===== src/uart_pkg.sv =====
// Shared types, constants and frame helpers for the serial channel
// Summary of operation
// - Sync mode sends on rising clock edges, samples on falling edges, LSB first.
// - At frame end the holding buffer moves to the shifter and sets empty flag.
// - Transmit-in-progress stays high until last bit sent and holding buffer empty.
// - Receiver shifts on falling edges, then buffers word and sets full flag.
// - Serial clock comes from the pin or from the baud generator, driven out.
// - Attention mode uses nine-bit frames; ninth bit one marks an address.
// - Waiting for address drops data characters; an address clears the wait bit.
// - Transmit ninth bit comes from config; received ninth bit shows in status.
// - Loop-back feeds the transmit shifter output straight into the receiver.
// - Seven/eight-bit frames: start, data, optional parity, one or two stops.
// - Nine-bit frames carry no parity; ninth bit uses its own control bits.
// - Baud clock comes from a five-bit prescaler then an eleven-bit divisor.
// - Prescale code zero stops; each code step adds a half to the factor.
// - Prescale code zero gates the channel off into its stopped state.
// - Transmit interrupt while buffer empty and its enable are set.
// - Receive interrupt while receive full and its enable are set.
// - Receive interrupt also on error flag with enable; status read clears error.
// - Flow interrupt on clear-to-send change with enable; control read clears it.
// - Transmit DMA requests on empty flag rising and masks transmit interrupt.
// - Receive DMA requests on full flag rising and masks full interrupt.
// - Second divider stage divides by divisor plus one.
// - Format 00 eight bits, 01 seven, 10 nine, 11 loop-back nine.
// - Synchronous operation exists only on channel zero.
package uart_pkg;
	localparam logic [1:0] FMT_8    = 2'h0;
	localparam logic [1:0] FMT_7    = 2'h1;
	localparam logic [1:0] FMT_9    = 2'h2;
	localparam logic [1:0] FMT_LOOP = 2'h3;
	localparam logic [1:0] PAR_ODD  = 2'h0;
	localparam logic [1:0] PAR_EVEN = 2'h1;
	localparam logic [1:0] PAR_MARK = 2'h2;
	localparam int         FRAME_W  = 13;
	localparam int         RXBUF_DEPTH = 2;
	localparam logic       TBE_RESET = 1'b1;

	typedef struct packed {
		logic [1:0]  frame_format_field;
		logic        two_stop;
		logic        parity_enable_bit;
		logic [1:0]  parity_select;
		logic        tx_ninth_bit;
		logic [4:0]  prescale_select;
		logic [10:0] divisor_field;
		logic        sync_mode;
		logic        clk_internal;
		logic        tx_irq_enable;
		logic        rx_irq_enable;
		logic        error_irq_enable;
		logic        flow_irq_enable;
		logic        tx_dma_enable;
		logic        rx_dma_enable;
	} cfg_t;

	typedef struct packed {
		logic tx_buffer_empty_flag;
		logic tx_in_progress_flag;
		logic rx_full_flag;
		logic rx_error_flag;
		logic cts_change_flag;
		logic address_wait_bit;
		logic rx_ninth_bit;
	} status_t;

	function automatic logic [3:0] data_bits(input logic [1:0] fmt);
		return (fmt == FMT_8) ? 4'h8 : (fmt == FMT_7) ? 4'h7 : 4'h9;
	endfunction : data_bits

	function automatic logic par_on(input cfg_t c);
		return c.parity_enable_bit && !c.frame_format_field[1];
	endfunction : par_on

	function automatic logic [3:0] frame_bits(input cfg_t c);
		return 4'h2 + data_bits(c.frame_format_field) + {3'h0, par_on(c)} + {3'h0, c.two_stop};
	endfunction : frame_bits

	function automatic logic parity(input logic [8:0] d, input cfg_t c);
		logic x;
		x = ^d[6:0] ^ (d[7] & (c.frame_format_field == FMT_8));
		unique case (c.parity_select)
			PAR_ODD:  return ~x;
			PAR_EVEN: return x;
			PAR_MARK: return 1'b1;
			default:  return 1'b0;
		endcase
	endfunction : parity
endpackage : uart_pkg


===== src/uart_baud_gen.sv =====
// Two-stage baud divider with half-step prescaler
module uart_baud_gen
	import uart_pkg::*;
(
	input  wire logic        i_sys_clk,
	input  wire logic        i_rstn,
	input  wire logic [4:0]  i_prescale_select,
	input  wire logic [10:0] i_divisor_field,
	output logic             o_tick
);
	logic [5:0]  acc_q;
	logic [5:0]  acc_sum;
	logic        pre_tick;
	logic [10:0] div_q;

	// Factor (code+1)/2 by adding two per cycle against code+1
	assign acc_sum  = acc_q + 6'h2;
	assign pre_tick = (i_prescale_select != 5'h00) && (acc_sum >= {1'b0, i_prescale_select} + 6'h1);

	always_ff @(posedge i_sys_clk) begin
		if (!i_rstn || i_prescale_select == 5'h00) begin
			acc_q <= 6'h00;
		end else if (pre_tick) begin
			acc_q <= acc_sum - ({1'b0, i_prescale_select} + 6'h1);
		end else begin
			acc_q <= acc_sum;
		end
	end

	always_ff @(posedge i_sys_clk) begin
		if (!i_rstn || i_prescale_select == 5'h00) begin
			div_q <= 11'h000;
		end else if (pre_tick) begin
			div_q <= (div_q >= i_divisor_field) ? 11'h000 : div_q + 11'h001;
		end
	end

	assign o_tick = pre_tick && (div_q >= i_divisor_field);
endmodule : uart_baud_gen


===== src/uart_rx_fifo.sv =====
// Small valid/ready buffer for received words
module uart_rx_fifo #(
	parameter int WIDTH = 9,
	parameter int DEPTH = 2
) (
	input  wire logic             i_sys_clk,
	input  wire logic             i_rstn,
	input  wire logic             i_valid,
	output logic                  o_ready,
	input  wire logic [WIDTH-1:0] i_data,
	output logic                  o_valid,
	input  wire logic             i_ready,
	output logic [WIDTH-1:0]      o_data
);
	localparam int AW = (DEPTH > 1) ? $clog2(DEPTH) : 1;
	logic [WIDTH-1:0] mem_q [DEPTH];
	logic [AW-1:0]    wr_q;
	logic [AW-1:0]    rd_q;
	logic [AW:0]      cnt_q;
	logic             push;
	logic             pop;

	assign o_ready = cnt_q != (AW+1)'(DEPTH);
	assign o_valid = cnt_q != '0;
	assign push    = i_valid && o_ready;
	assign pop     = o_valid && i_ready;
	assign o_data  = mem_q[rd_q];

	function automatic logic [AW-1:0] nxt(input logic [AW-1:0] p);
		return (p == AW'(DEPTH - 1)) ? '0 : p + 1'b1;
	endfunction : nxt

	always_ff @(posedge i_sys_clk) begin
		if (push) begin
			mem_q[wr_q] <= i_data;
		end
	end

	always_ff @(posedge i_sys_clk) begin
		if (!i_rstn) begin
			wr_q  <= '0;
			rd_q  <= '0;
			cnt_q <= '0;
		end else begin
			if (push) wr_q <= nxt(wr_q);
			if (pop) rd_q <= nxt(rd_q);
			cnt_q <= cnt_q + (AW+1)'(push) - (AW+1)'(pop);
		end
	end
endmodule : uart_rx_fifo


===== src/uart_sync_channel.sv =====
// Serial channel: sync transfer, attention, loop-back, interrupts, DMA
module uart_sync_channel
	import uart_pkg::*;
#(
	parameter int CHANNEL_INDEX = 0
) (
	input  wire logic       i_sys_clk,
	input  wire logic       i_rstn,
	input  wire cfg_t       i_cfg,
	input  wire logic       i_tx_wr,
	input  wire logic [7:0] i_tx_data,
	input  wire logic       i_rx_rd,
	input  wire logic       i_stat_rd,
	input  wire logic       i_ictrl_rd,
	input  wire logic       i_addr_wait_set,
	input  wire logic       i_ser_clk,
	input  wire logic       i_rxd,
	input  wire logic       i_cts_n,
	output logic            o_ser_clk,
	output logic            o_ser_clk_oe,
	output logic            o_txd,
	output logic [7:0]      o_rx_data,
	output status_t         o_status,
	output logic            o_tx_irq,
	output logic            o_rx_irq,
	output logic            o_flow_irq,
	output logic            o_tx_dma_req,
	output logic            o_rx_dma_req
);
	logic              run;
	logic              sync_ok;
	logic              use_ext;
	logic              baud_tick;
	logic              int_clk_q;
	logic              ext_q1, ext_q2, ext_q3;
	logic              rxd_q1, rxd_q2;
	logic              cts_q1, cts_q2, cts_q3;
	logic              sclk_rise;
	logic              sclk_fall;
	logic [3:0]        fbits;
	logic [3:0]        nbits;
	logic              nine;
	logic [7:0]        hold_q;
	logic              tbe_q;
	logic              tbe_prev_q;
	logic [FRAME_W-1:0] tsh_q;
	logic [FRAME_W-1:0] tx_frame;
	logic [3:0]        tcnt_q;
	logic              tbusy_q;
	logic              tx_end;
	logic              tx_load;
	logic              rx_in;
	logic [FRAME_W-1:0] rsh_q;
	logic [3:0]        rcnt_q;
	logic              rbusy_q;
	logic              rx_commit;
	logic [8:0]        rx_word;
	logic              frame_err;
	logic              par_err;
	logic              is_addr;
	logic              accept;
	logic              push;
	logic              fifo_ready;
	logic              rx_full;
	logic              rbf_prev_q;
	logic [8:0]        fifo_out;
	logic              set_err;
	logic              err_q;
	logic              cts_chg_q;
	logic              addr_wait_q;

	// Clock source selection
	assign run     = i_cfg.prescale_select != 5'h00;
	assign sync_ok = (CHANNEL_INDEX == 0) && i_cfg.sync_mode;
	assign use_ext = sync_ok && !i_cfg.clk_internal;

	uart_baud_gen u_baud (
		.i_sys_clk         (i_sys_clk),
		.i_rstn            (i_rstn),
		.i_prescale_select (i_cfg.prescale_select),
		.i_divisor_field   (i_cfg.divisor_field),
		.o_tick            (baud_tick)
	);

	always_ff @(posedge i_sys_clk) begin
		if (!i_rstn || !run) begin
			int_clk_q <= 1'b0;
		end else if (baud_tick) begin
			int_clk_q <= ~int_clk_q;
		end
	end

	// Pin synchronisers
	always_ff @(posedge i_sys_clk) begin
		if (!i_rstn) begin
			{ext_q1, ext_q2, ext_q3} <= 3'h0;
			{rxd_q1, rxd_q2}         <= 2'h3;
			{cts_q1, cts_q2, cts_q3} <= 3'h7;
		end else begin
			{ext_q1, ext_q2, ext_q3} <= {i_ser_clk, ext_q1, ext_q2};
			{rxd_q1, rxd_q2}         <= {i_rxd, rxd_q1};
			{cts_q1, cts_q2, cts_q3} <= {i_cts_n, cts_q1, cts_q2};
		end
	end

	assign sclk_rise = run && (use_ext ? (ext_q2 && !ext_q3) : (baud_tick && !int_clk_q));
	assign sclk_fall = run && (use_ext ? (!ext_q2 && ext_q3) : (baud_tick && int_clk_q));

	assign o_ser_clk    = int_clk_q;
	assign o_ser_clk_oe = sync_ok && i_cfg.clk_internal && run;

	// Frame geometry
	assign nbits = data_bits(i_cfg.frame_format_field);
	assign nine  = i_cfg.frame_format_field[1];
	assign fbits = frame_bits(i_cfg);

	always_comb begin
		tx_frame    = '1;
		tx_frame[0] = 1'b0;
		for (int i = 0; i < 9; i++) begin
			if (4'(i) < nbits) tx_frame[i+1] = (i == 8) ? i_cfg.tx_ninth_bit : hold_q[i];
		end
		if (par_on(i_cfg)) tx_frame[nbits+4'h1] = parity({1'b0, hold_q}, i_cfg);
	end

	// Transmitter
	assign tx_end  = tbusy_q && sclk_rise && (tcnt_q == fbits);
	assign tx_load = sclk_rise && !tbe_q && (!tbusy_q || tx_end);

	always_ff @(posedge i_sys_clk) begin
		if (!i_rstn) begin
			hold_q <= 8'h00;
		end else if (i_tx_wr) begin
			hold_q <= i_tx_data;
		end
	end

	always_ff @(posedge i_sys_clk) begin
		if (!i_rstn) begin
			tbe_q <= TBE_RESET;
		end else if (i_tx_wr) begin
			tbe_q <= 1'b0;
		end else if (tx_load) begin
			tbe_q <= 1'b1;
		end
	end

	always_ff @(posedge i_sys_clk) begin
		if (!i_rstn) begin
			tsh_q   <= '1;
			tcnt_q  <= 4'h0;
			tbusy_q <= 1'b0;
		end else if (tx_load) begin
			tsh_q   <= tx_frame;
			tcnt_q  <= 4'h1;
			tbusy_q <= 1'b1;
		end else if (tx_end) begin
			tsh_q   <= '1;
			tbusy_q <= 1'b0;
		end else if (tbusy_q && sclk_rise) begin
			tsh_q  <= {1'b1, tsh_q[FRAME_W-1:1]};
			tcnt_q <= tcnt_q + 4'h1;
		end
	end

	assign o_txd = tsh_q[0];

	// Receiver
	assign rx_in = (i_cfg.frame_format_field == FMT_LOOP) ? tsh_q[0] : rxd_q2;
	assign rx_commit = rbusy_q && (rcnt_q == fbits) && sclk_rise;

	always_ff @(posedge i_sys_clk) begin
		if (!i_rstn) begin
			rsh_q   <= '1;
			rcnt_q  <= 4'h0;
			rbusy_q <= 1'b0;
		end else if (rx_commit) begin
			rbusy_q <= 1'b0;
		end else if (sclk_fall) begin
			if (!rbusy_q && !rx_in) begin
				rsh_q   <= {{(FRAME_W-1){1'b1}}, 1'b0};
				rcnt_q  <= 4'h1;
				rbusy_q <= 1'b1;
			end else if (rbusy_q && rcnt_q < fbits) begin
				rsh_q[rcnt_q] <= rx_in;
				rcnt_q        <= rcnt_q + 4'h1;
			end
		end
	end

	always_comb begin
		rx_word = 9'h000;
		for (int i = 0; i < 9; i++) begin
			if (4'(i) < nbits) rx_word[i] = rsh_q[i+1];
		end
		frame_err = !rsh_q[fbits-4'h1] || (i_cfg.two_stop && !rsh_q[fbits-4'h2]);
		par_err   = par_on(i_cfg) && (rsh_q[nbits+4'h1] != parity(rx_word, i_cfg));
	end

	assign is_addr = nine && rx_word[8];
	assign accept  = !addr_wait_q || is_addr;
	assign push    = rx_commit && accept;
	assign set_err = push && (frame_err || par_err || !fifo_ready);

	uart_rx_fifo #(
		.WIDTH (9),
		.DEPTH (RXBUF_DEPTH)
	) u_rxbuf (
		.i_sys_clk (i_sys_clk),
		.i_rstn    (i_rstn),
		.i_valid   (push),
		.o_ready   (fifo_ready),
		.i_data    (rx_word),
		.o_valid   (rx_full),
		.i_ready   (i_rx_rd),
		.o_data    (fifo_out)
	);

	assign o_rx_data = fifo_out[7:0];

	always_ff @(posedge i_sys_clk) begin
		if (!i_rstn) begin
			addr_wait_q <= 1'b0;
		end else if (rx_commit && is_addr && addr_wait_q) begin
			addr_wait_q <= 1'b0;
		end else if (i_addr_wait_set) begin
			addr_wait_q <= 1'b1;
		end
	end

	// Sticky flags, set beats clear
	always_ff @(posedge i_sys_clk) begin
		if (!i_rstn) begin
			err_q <= 1'b0;
		end else if (set_err) begin
			err_q <= 1'b1;
		end else if (i_stat_rd) begin
			err_q <= 1'b0;
		end
	end

	always_ff @(posedge i_sys_clk) begin
		if (!i_rstn) begin
			cts_chg_q <= 1'b0;
		end else if (cts_q2 != cts_q3) begin
			cts_chg_q <= 1'b1;
		end else if (i_ictrl_rd) begin
			cts_chg_q <= 1'b0;
		end
	end

	always_ff @(posedge i_sys_clk) begin
		if (!i_rstn) begin
			tbe_prev_q <= TBE_RESET;
			rbf_prev_q <= 1'b0;
		end else begin
			tbe_prev_q <= tbe_q;
			rbf_prev_q <= rx_full;
		end
	end

	// Interrupts and DMA
	assign o_tx_irq     = tbe_q && i_cfg.tx_irq_enable && !i_cfg.tx_dma_enable;
	assign o_rx_irq     = (rx_full && i_cfg.rx_irq_enable && !i_cfg.rx_dma_enable)
		|| (err_q && i_cfg.error_irq_enable);
	assign o_flow_irq   = cts_chg_q && i_cfg.flow_irq_enable;
	assign o_tx_dma_req = i_cfg.tx_dma_enable && tbe_q && !tbe_prev_q;
	assign o_rx_dma_req = i_cfg.rx_dma_enable && rx_full && !rbf_prev_q;

	assign o_status = '{
		tx_buffer_empty_flag: tbe_q,
		tx_in_progress_flag:  tbusy_q || !tbe_q,
		rx_full_flag:         rx_full,
		rx_error_flag:        err_q,
		cts_change_flag:      cts_chg_q,
		address_wait_bit:     addr_wait_q,
		rx_ninth_bit:         fifo_out[8]
	};
endmodule : uart_sync_channel


===== config.mk =====
export PLATFORM = sky130hd
export DESIGN_NAME = uart_sync_channel
export DESIGN_NICKNAME = d
export VERILOG_FILES = /design/src/uart_pkg.sv /design/src/uart_baud_gen.sv /design/src/uart_rx_fifo.sv /design/src/uart_sync_channel.sv
export SDC_FILE = /design/constraint.sdc
export NUM_CORES = 1
export LEC_CHECK = 0
export ABC_AREA = 0
export ABC_CLOCK_PERIOD_IN_PS = 4500
export BUFFER_PORTS_ARGS = -buffer_cell sky130_fd_sc_hd__buf_2
export CAP_MARGIN = 15
export CORE_AREA = 10 10 112 114
export DETAILED_ROUTE_END_ITERATION = 10
export DIE_AREA = 0 0 122 124
export PLACE_DENSITY = 0.76
export REMOVE_ABC_BUFFERS = 1
export SLEW_MARGIN = 0
export SYNTH_ARGS = -nofsm -noshare
export SYNTH_HDL_FRONTEND = slang
export SYNTH_SLANG_ARGS = --single-unit

===== constraint.sdc =====
create_clock -name i_sys_clk -period 4.5 [get_ports i_sys_clk]
set_clock_uncertainty 0.2 [all_clocks]
set_input_delay 0.45 -clock i_sys_clk [delete_from_list [all_inputs] [get_ports i_sys_clk]]
set_output_delay 0.45 -clock i_sys_clk [all_outputs]
set_load 0.01 [all_outputs]

# Yosys cells after proc, flatten, opt, wreduce, memory -nomap -nowiden
# Memory sizes are Yosys's and may differ from the RTL's. A register that Yosys moved wholly into a read port is not among the register bits.
# Cells that the tools add are included.
# classes
eq_ne,10
reduce_logical,90
div_mod_pow,0
n_lt_le_gt_ge,18
n_mul,0
bitwise,10
shift,0
add_sub_neg,16
muxes,65
# ops
op,count
$mux 13,6
$mux 1,44
$logic_and 1x1->1,41
$bwmux 13,2
$lt 4x5->1 const B,4
$logic_not 1->1,19
$lt 3x4->1 const A,4
$mux 4,4
$reduce_bool 2->1,7
$reduce_xor 7->1,2
$add 4x1->4 const B,3
$bmux 1 s4,3
$add 11x1->11 const B,1
$ge 11x11->1,1
$mux 11,1
$logic_or 1x1->1,9
$add 4x1->4,2
$demux 1 s4,2
$eq 4x4->1,2
$ge 4x1->1 const B,2
$lt 1x4->1 const A,2
$lt 2x4->1 const A,2
$add 5x1->6 const B,1
$add 6x2->6 const B,1
other kinds (27),44
# totals
mem_count,1
out_inout_bits,23
word_cells,238
ram_bits,18
regBits,80
mem_bits_ro,0
latchBits,0
# memory_table
name,words,word_bits,rd,rd_ports_with_merged_regs,write_ports,line_no,text
u_rxbuf.mem_q,2,9,1,1,1,uart_rx_fifo.sv:16,logic [WIDTH-1:0] mem_q [DEPTH];

# Logic depth before layout (Yosys ltp)
# logic_depth
ltp_word,16
mapped_depth,14
mapped_depth_nobuf,14

# Modules after synthesis
# Synthesis repeated with hierarchy kept, for this count alone.
# unflattened
cells_unflattened,609
area_unflattened_um2,5764.3
# by_module_without_submodules
module,instances,seq_area_each_um2,area_each_um2,cells_per_inst
uart_sync_channel,1,1181.1,3419.5,379
uart_baud_gen,1,340.3,1458.9,176
uart_rx_fifo,1,640.6,885.8,54

# Least setup slack after synthesis
# OpenSTA, ideal clock, no wires.
# synth_timing
path_type,input port to flip-flop
startpoint,in i_cfg[19] in the netlist's numbering
endpoint,"mem u_rxbuf.mem_q[0][0], enable pin"
n_path_buf,1
t_arrival_ns,2.992
setup_slack_ns,0.979
t_required_ns,3.971
setup_time_ns,0.329
cell_stages,11
cell_sequence,inv_1 -> ha_1 -> fa_1 -> and2b_1 -> o21ai_1 -> a21oi_4 -> o21ai_2 -> o41a_1 -> buf_6 -> or4_4 -> inv_1
# synth_via
elab_chain_len,12
elab_cells_between_ends,13
# synth_lines
item,line_no,text
"start, declared",uart_sync_channel.sv:9,"input wire cfg_t i_cfg,"
$add 5x1->6,uart_baud_gen.sv:18,"assign pre_tick = (i_prescale_select != 5'h00) && (acc_sum >= {1'b0, i_prescale_select} + 6'h1);"
$ge 6x6->1,uart_baud_gen.sv:18,
$logic_and 1x1->1,uart_baud_gen.sv:18,
$logic_and 1x1->1,uart_baud_gen.sv:38,assign o_tick = pre_tick && (div_q >= i_divisor_field);
$logic_and 1x1->1,uart_sync_channel.sv:106,assign sclk_rise = run && (use_ext ? (ext_q2 && !ext_q3) : (baud_tick && !int_clk_q));
$mux 1,uart_sync_channel.sv:106,
$logic_and 1x1->1 *,uart_sync_channel.sv:106,
$logic_and 1x1->1 *,uart_sync_channel.sv:170,assign rx_commit = rbusy_q && (rcnt_q == fbits) && sclk_rise;
$logic_and 1x1->1 *,uart_sync_channel.sv:202,assign push = rx_commit && accept;
$logic_and 1x1->1 *,uart_rx_fifo.sv:25,assign push = i_valid && o_ready;
$mux 1 *,uart_rx_fifo.sv:34,if (push) begin
$mux 1 (implied by the code) *,uart_rx_fifo.sv:35,mem_q[wr_q] <= i_data;
"end, declared",uart_rx_fifo.sv:16,
# Mark *: on every way between the ends. The rest lies on a longest branch, timed or not.

# Worst setup path after layout
# layout_timing
startpoint,reg u_baud.acc_q[1]
endpoint,"mem u_rxbuf.mem_q[0][5], enable pin"
# layout_via
elab_chain_len,12
# layout_lines
item,line_no,text
"start, declared",uart_baud_gen.sv:11,logic [5:0] acc_q;
"start signal, assigned",uart_baud_gen.sv:24,"acc_q <= acc_sum - ({1'b0, i_prescale_select} + 6'h1);"
"start signal, assigned",uart_baud_gen.sv:26,acc_q <= acc_sum;
$add 6x2->6,uart_baud_gen.sv:17,assign acc_sum = acc_q + 6'h2;
$ge 6x6->1,uart_baud_gen.sv:18,
$logic_and 1x1->1,uart_baud_gen.sv:18,
$logic_and 1x1->1,uart_baud_gen.sv:38,
$logic_and 1x1->1,uart_sync_channel.sv:106,
$mux 1,uart_sync_channel.sv:106,
$logic_and 1x1->1,uart_sync_channel.sv:106,
$logic_and 1x1->1,uart_sync_channel.sv:170,
$logic_and 1x1->1,uart_sync_channel.sv:202,
$logic_and 1x1->1,uart_rx_fifo.sv:25,
$mux 1,uart_rx_fifo.sv:34,
$mux 1 (implied by the code),uart_rx_fifo.sv:35,
# No other way between the ends.

==> results.json <==
{
  "outcome": "complete, no violations",
  "portBuffers": 71,
  "core.rowCount": 37,
  "postCtsResizedCells": 0,
  "core-area_sq_um": 10200,
  "worstSetupEndpointType": "flop",
  "gpl.final_weighted_congestion": 0.947,
  "total_clock_buffers_created_by_cts": 9,
  "firstDrtPassIters": 4,
  "report.final.hold_viol_count": 0,
  "report.final.slew_viol_count": 0,
  "finalWorstSetupSlack_ns": 0.874,
  "number_of_synthesized_flops_with_an_enable_pin": 18,
  "die_h_microns": 124,
  "cap_viol_max_count": 0,
  "detail-route-antenna-nets": 0,
  "synthToLayoutAreaGrowth_pct": 9.82,
  "worst-path-max-fanout": 10,
  "rr_worst_depth": 9,
  "power.static_leakage_uw": 0.00260,
  "dp_hpwl_microns": 9310,
  "floorplan.die.width_microns": 122,
  "drt_drc_violations_left": 0,
  "grt_max_degree": 40,
  "vdd_drop_max_v": 0.000191,
  "power_density_nw_per_um2": 344,
  "min_path_type": "input port to flop",
  "tritoncts_clock_tree": "yes",
  "holdPathStages": 2,
  "clock_sinks": 99,
  "vias_per_cell": 5.65,
  "report.final.setup_viol": 0,
  "layout-drive-gt1-share_pct": 16.8,
  "route.final.wire_length_microns": 12400,
  "post_cts.repair.setup_buffers": 0,
  "synthCells": 605,
  "drt-wirelength-per-cell_microns": 15.7,
  "floorplan.initialDensity_pct": 54.7,
  "antenna_found_initial": 0,
  "grt_usage_pct": 16.7,
  "yosys_register_bits": 99,
  "dp_cells": 775,
  "netlist_top_cells_area": "dfxtp_1 (29%), edfxtp_1 (9.7%), ha_1 (7.8%)",
  "worst_pin_slew_ns": 0.904,
  "synth_ff_type": "dfxtp_1",
  "final_nets": 736,
  "slew_headroom_pct": 39.1,
  "htree_num_levels": 3,
  "finish.cell_count_without_fillers": 791,
  "post_synthesis_sequential_area_ratio_pct": 38.6,
  "critPathRequiredTime_ns": 4.36,
  "synth_largest_type_area_fraction_pct": 29.0,
  "vias": 4473,
  "clk_path_buf_depth": 2,
  "gr-total-overflow": 0,
  "number_of_global_route_vias_before_repair": 4495,
  "synth.avg_cell_area_sq_um": 9.25,
  "critPathArrivalTime_ns": 3.48,
  "postLayoutCoreUtil_pct": 60.1,
  "clk_pin_slew_worst_paths_ns": 0.10,
  "synth_warnings": 0,
  "most_area_hungry_cell_type_in_the_yosys_netlist": "dfxtp_1",
  "die-area_sq_um": 15100,
  "pin_count": 72,
  "highest_attainable_clock_frequency_mhz": 276,
  "final.min_clock_period_ns": 3.63,
  "first_iteration_detailed_routing_drc_count": 261,
  "synth_area_sq_um": 5600,
  "totalNegativeSetupSlack_ns": 0,
  "synth_cell_type_count": 65,
  "synth_common_cells": "dfxtp_1 (81), nor2_1 (72), inv_1 (39)",
  "holdBufCountCts": 0,
  "cts-root-buf": "clkbuf_8",
  "synthMostInstantiatedCell": "dfxtp_1",
  "clk-insertion-delay-late_ns": 0.38,
  "unrepaired_setup_endpoints_after_global_routing": "no",
  "totalPowerFinal_uw": 2110,
  "synthArstFlopShare_pct": 0,
  "layout_worst_path_cycle_share_pct": 80.6,
  "worst_setup_path_start_kind": "flop",
  "grt_pass1_wl_microns": 20900,
  "antenna_cells_inserted": 0,
  "post-place-ws_ns": 0.545,
  "critical_path_class": "flop to flop"
}
-- layout make-up --
cell class | count | area, sq um
Tap cell | 136 | 170
Inverter | 40 | 150
Clock buffer | 10 | 149
Timing Repair Buffer | 71 | 355
Multi-Input combinational cell | 429 | 3110
Fill cell | 898 | 4090
Sequential cell | 99 | 2160
Clock inverter | 6 | 47.5
-- power by group --
part | internal [uW] | switching [uW]
Sequential | 945 | 43.6
Clock | 238 | 324
Combinational | 250 | 312
-- kinds of logic (layout without fill, tap and decap cells) --
| logic type | after synthesis | in the layout | synth area share [%] |
|---|---|---|---|
| simple gates | 211 | 211 | 18.7 |
| compound gates | 101 | 101 | 12.7 |
| flops | 99 | 99 | 38.6 |
| buf+inv | 77 | 127 | 5.77 |
| xor+xnor | 41 | 41 | 7.16 |
| mux | 39 | 39 | 8.54 |
| fa+ha+maj | 37 | 37 | 8.54 |
-- stage by stage --
| step | hold slack (ns) | area, sq um |
|---|---|---|
| final | 0.0475 | 6140 |
| after global routing | 0.0431 | 6140 |
| after CTS | 0.0373 | 6140 |
| after detailed placement | 0.195 | 5950 |
| after global placement | 0.189 | 5950 |
| after floorplan | 0.186 | 5420 |
-- worst max-delay path, stage by stage, from the launching register on --
cell	delay (ns)
dfxtp_1	0.38
ha_1	0.25
xor2_1	0.18
ha_1	0.36
a41oi_1	0.20
a21oi_4	0.28
o21ai_2	0.14
o41a_1	0.48
or4_4	0.57
inv_1	0.26
-- registers in the layout, summed over array words and instances, names as in the netlist, 2 cells and up, named ones only --
name / count
u_rxbuf.mem_q: 18
rsh_q: 13
tsh_q: 13
u_baud.div_q: 11
hold_q: 8
u_baud.acc_q: 6
rcnt_q: 4
tcnt_q: 4
u_rxbuf.cnt_q: 2
-- final timing paths --
| path | from | end | slack (ns) |
|---|---|---|---|
| max | u_baud.acc_q[1]$_SDFF_PP0_ | u_rxbuf.mem_q[0][5]$_DFFE_PP_ | 0.87 |
| min | i_rxd | rxd_q1$_SDFF_PN1_ | 0.05 |
| max reg2reg | u_baud.acc_q[1]$_SDFF_PP0_ | u_rxbuf.mem_q[0][5]$_DFFE_PP_ | 0.87 |
| min reg2reg | cts_q1$_SDFF_PN1_ | cts_q2$_SDFF_PN1_ | 0.22 |
-- layout by cell type, fill, tap and decap left out, drive strengths merged, types with 4 or more instances in the layout --
cell | Yosys | layout
dfxtp | 81 | 81
nor2 | 72 | 72
buf | 15 | 71
inv | 40 | 41
ha | 35 | 35
a21oi | 33 | 33
nand2 | 31 | 31
xnor2 | 23 | 23
mux2i | 23 | 23
nand3 | 19 | 19
nor3 | 19 | 19
edfxtp | 18 | 18
o21ai | 17 | 17
and2 | 15 | 15
nand2b | 15 | 15
xor2 | 15 | 15
nor2b | 14 | 14
mux2 | 10 | 10
clkbuf | 22 | 10
o311ai | 9 | 9
and3 | 8 | 8
mux4 | 6 | 6
a21o | 5 | 5
o2111ai | 4 | 4
-- metal layers --
metal | vias up | GRT usage [%] | part of all wire, %
met5 | - | 0 | 0
met4 | 0 | 6.33 | 1.7
met3 | 24 | 4.34 | 6.1
met2 | 126 | 27.0 | 46
met1 | 2124 | 21.1 | 46
li1 | 2199 | - | -
Power figures use the tool's default switching activity.
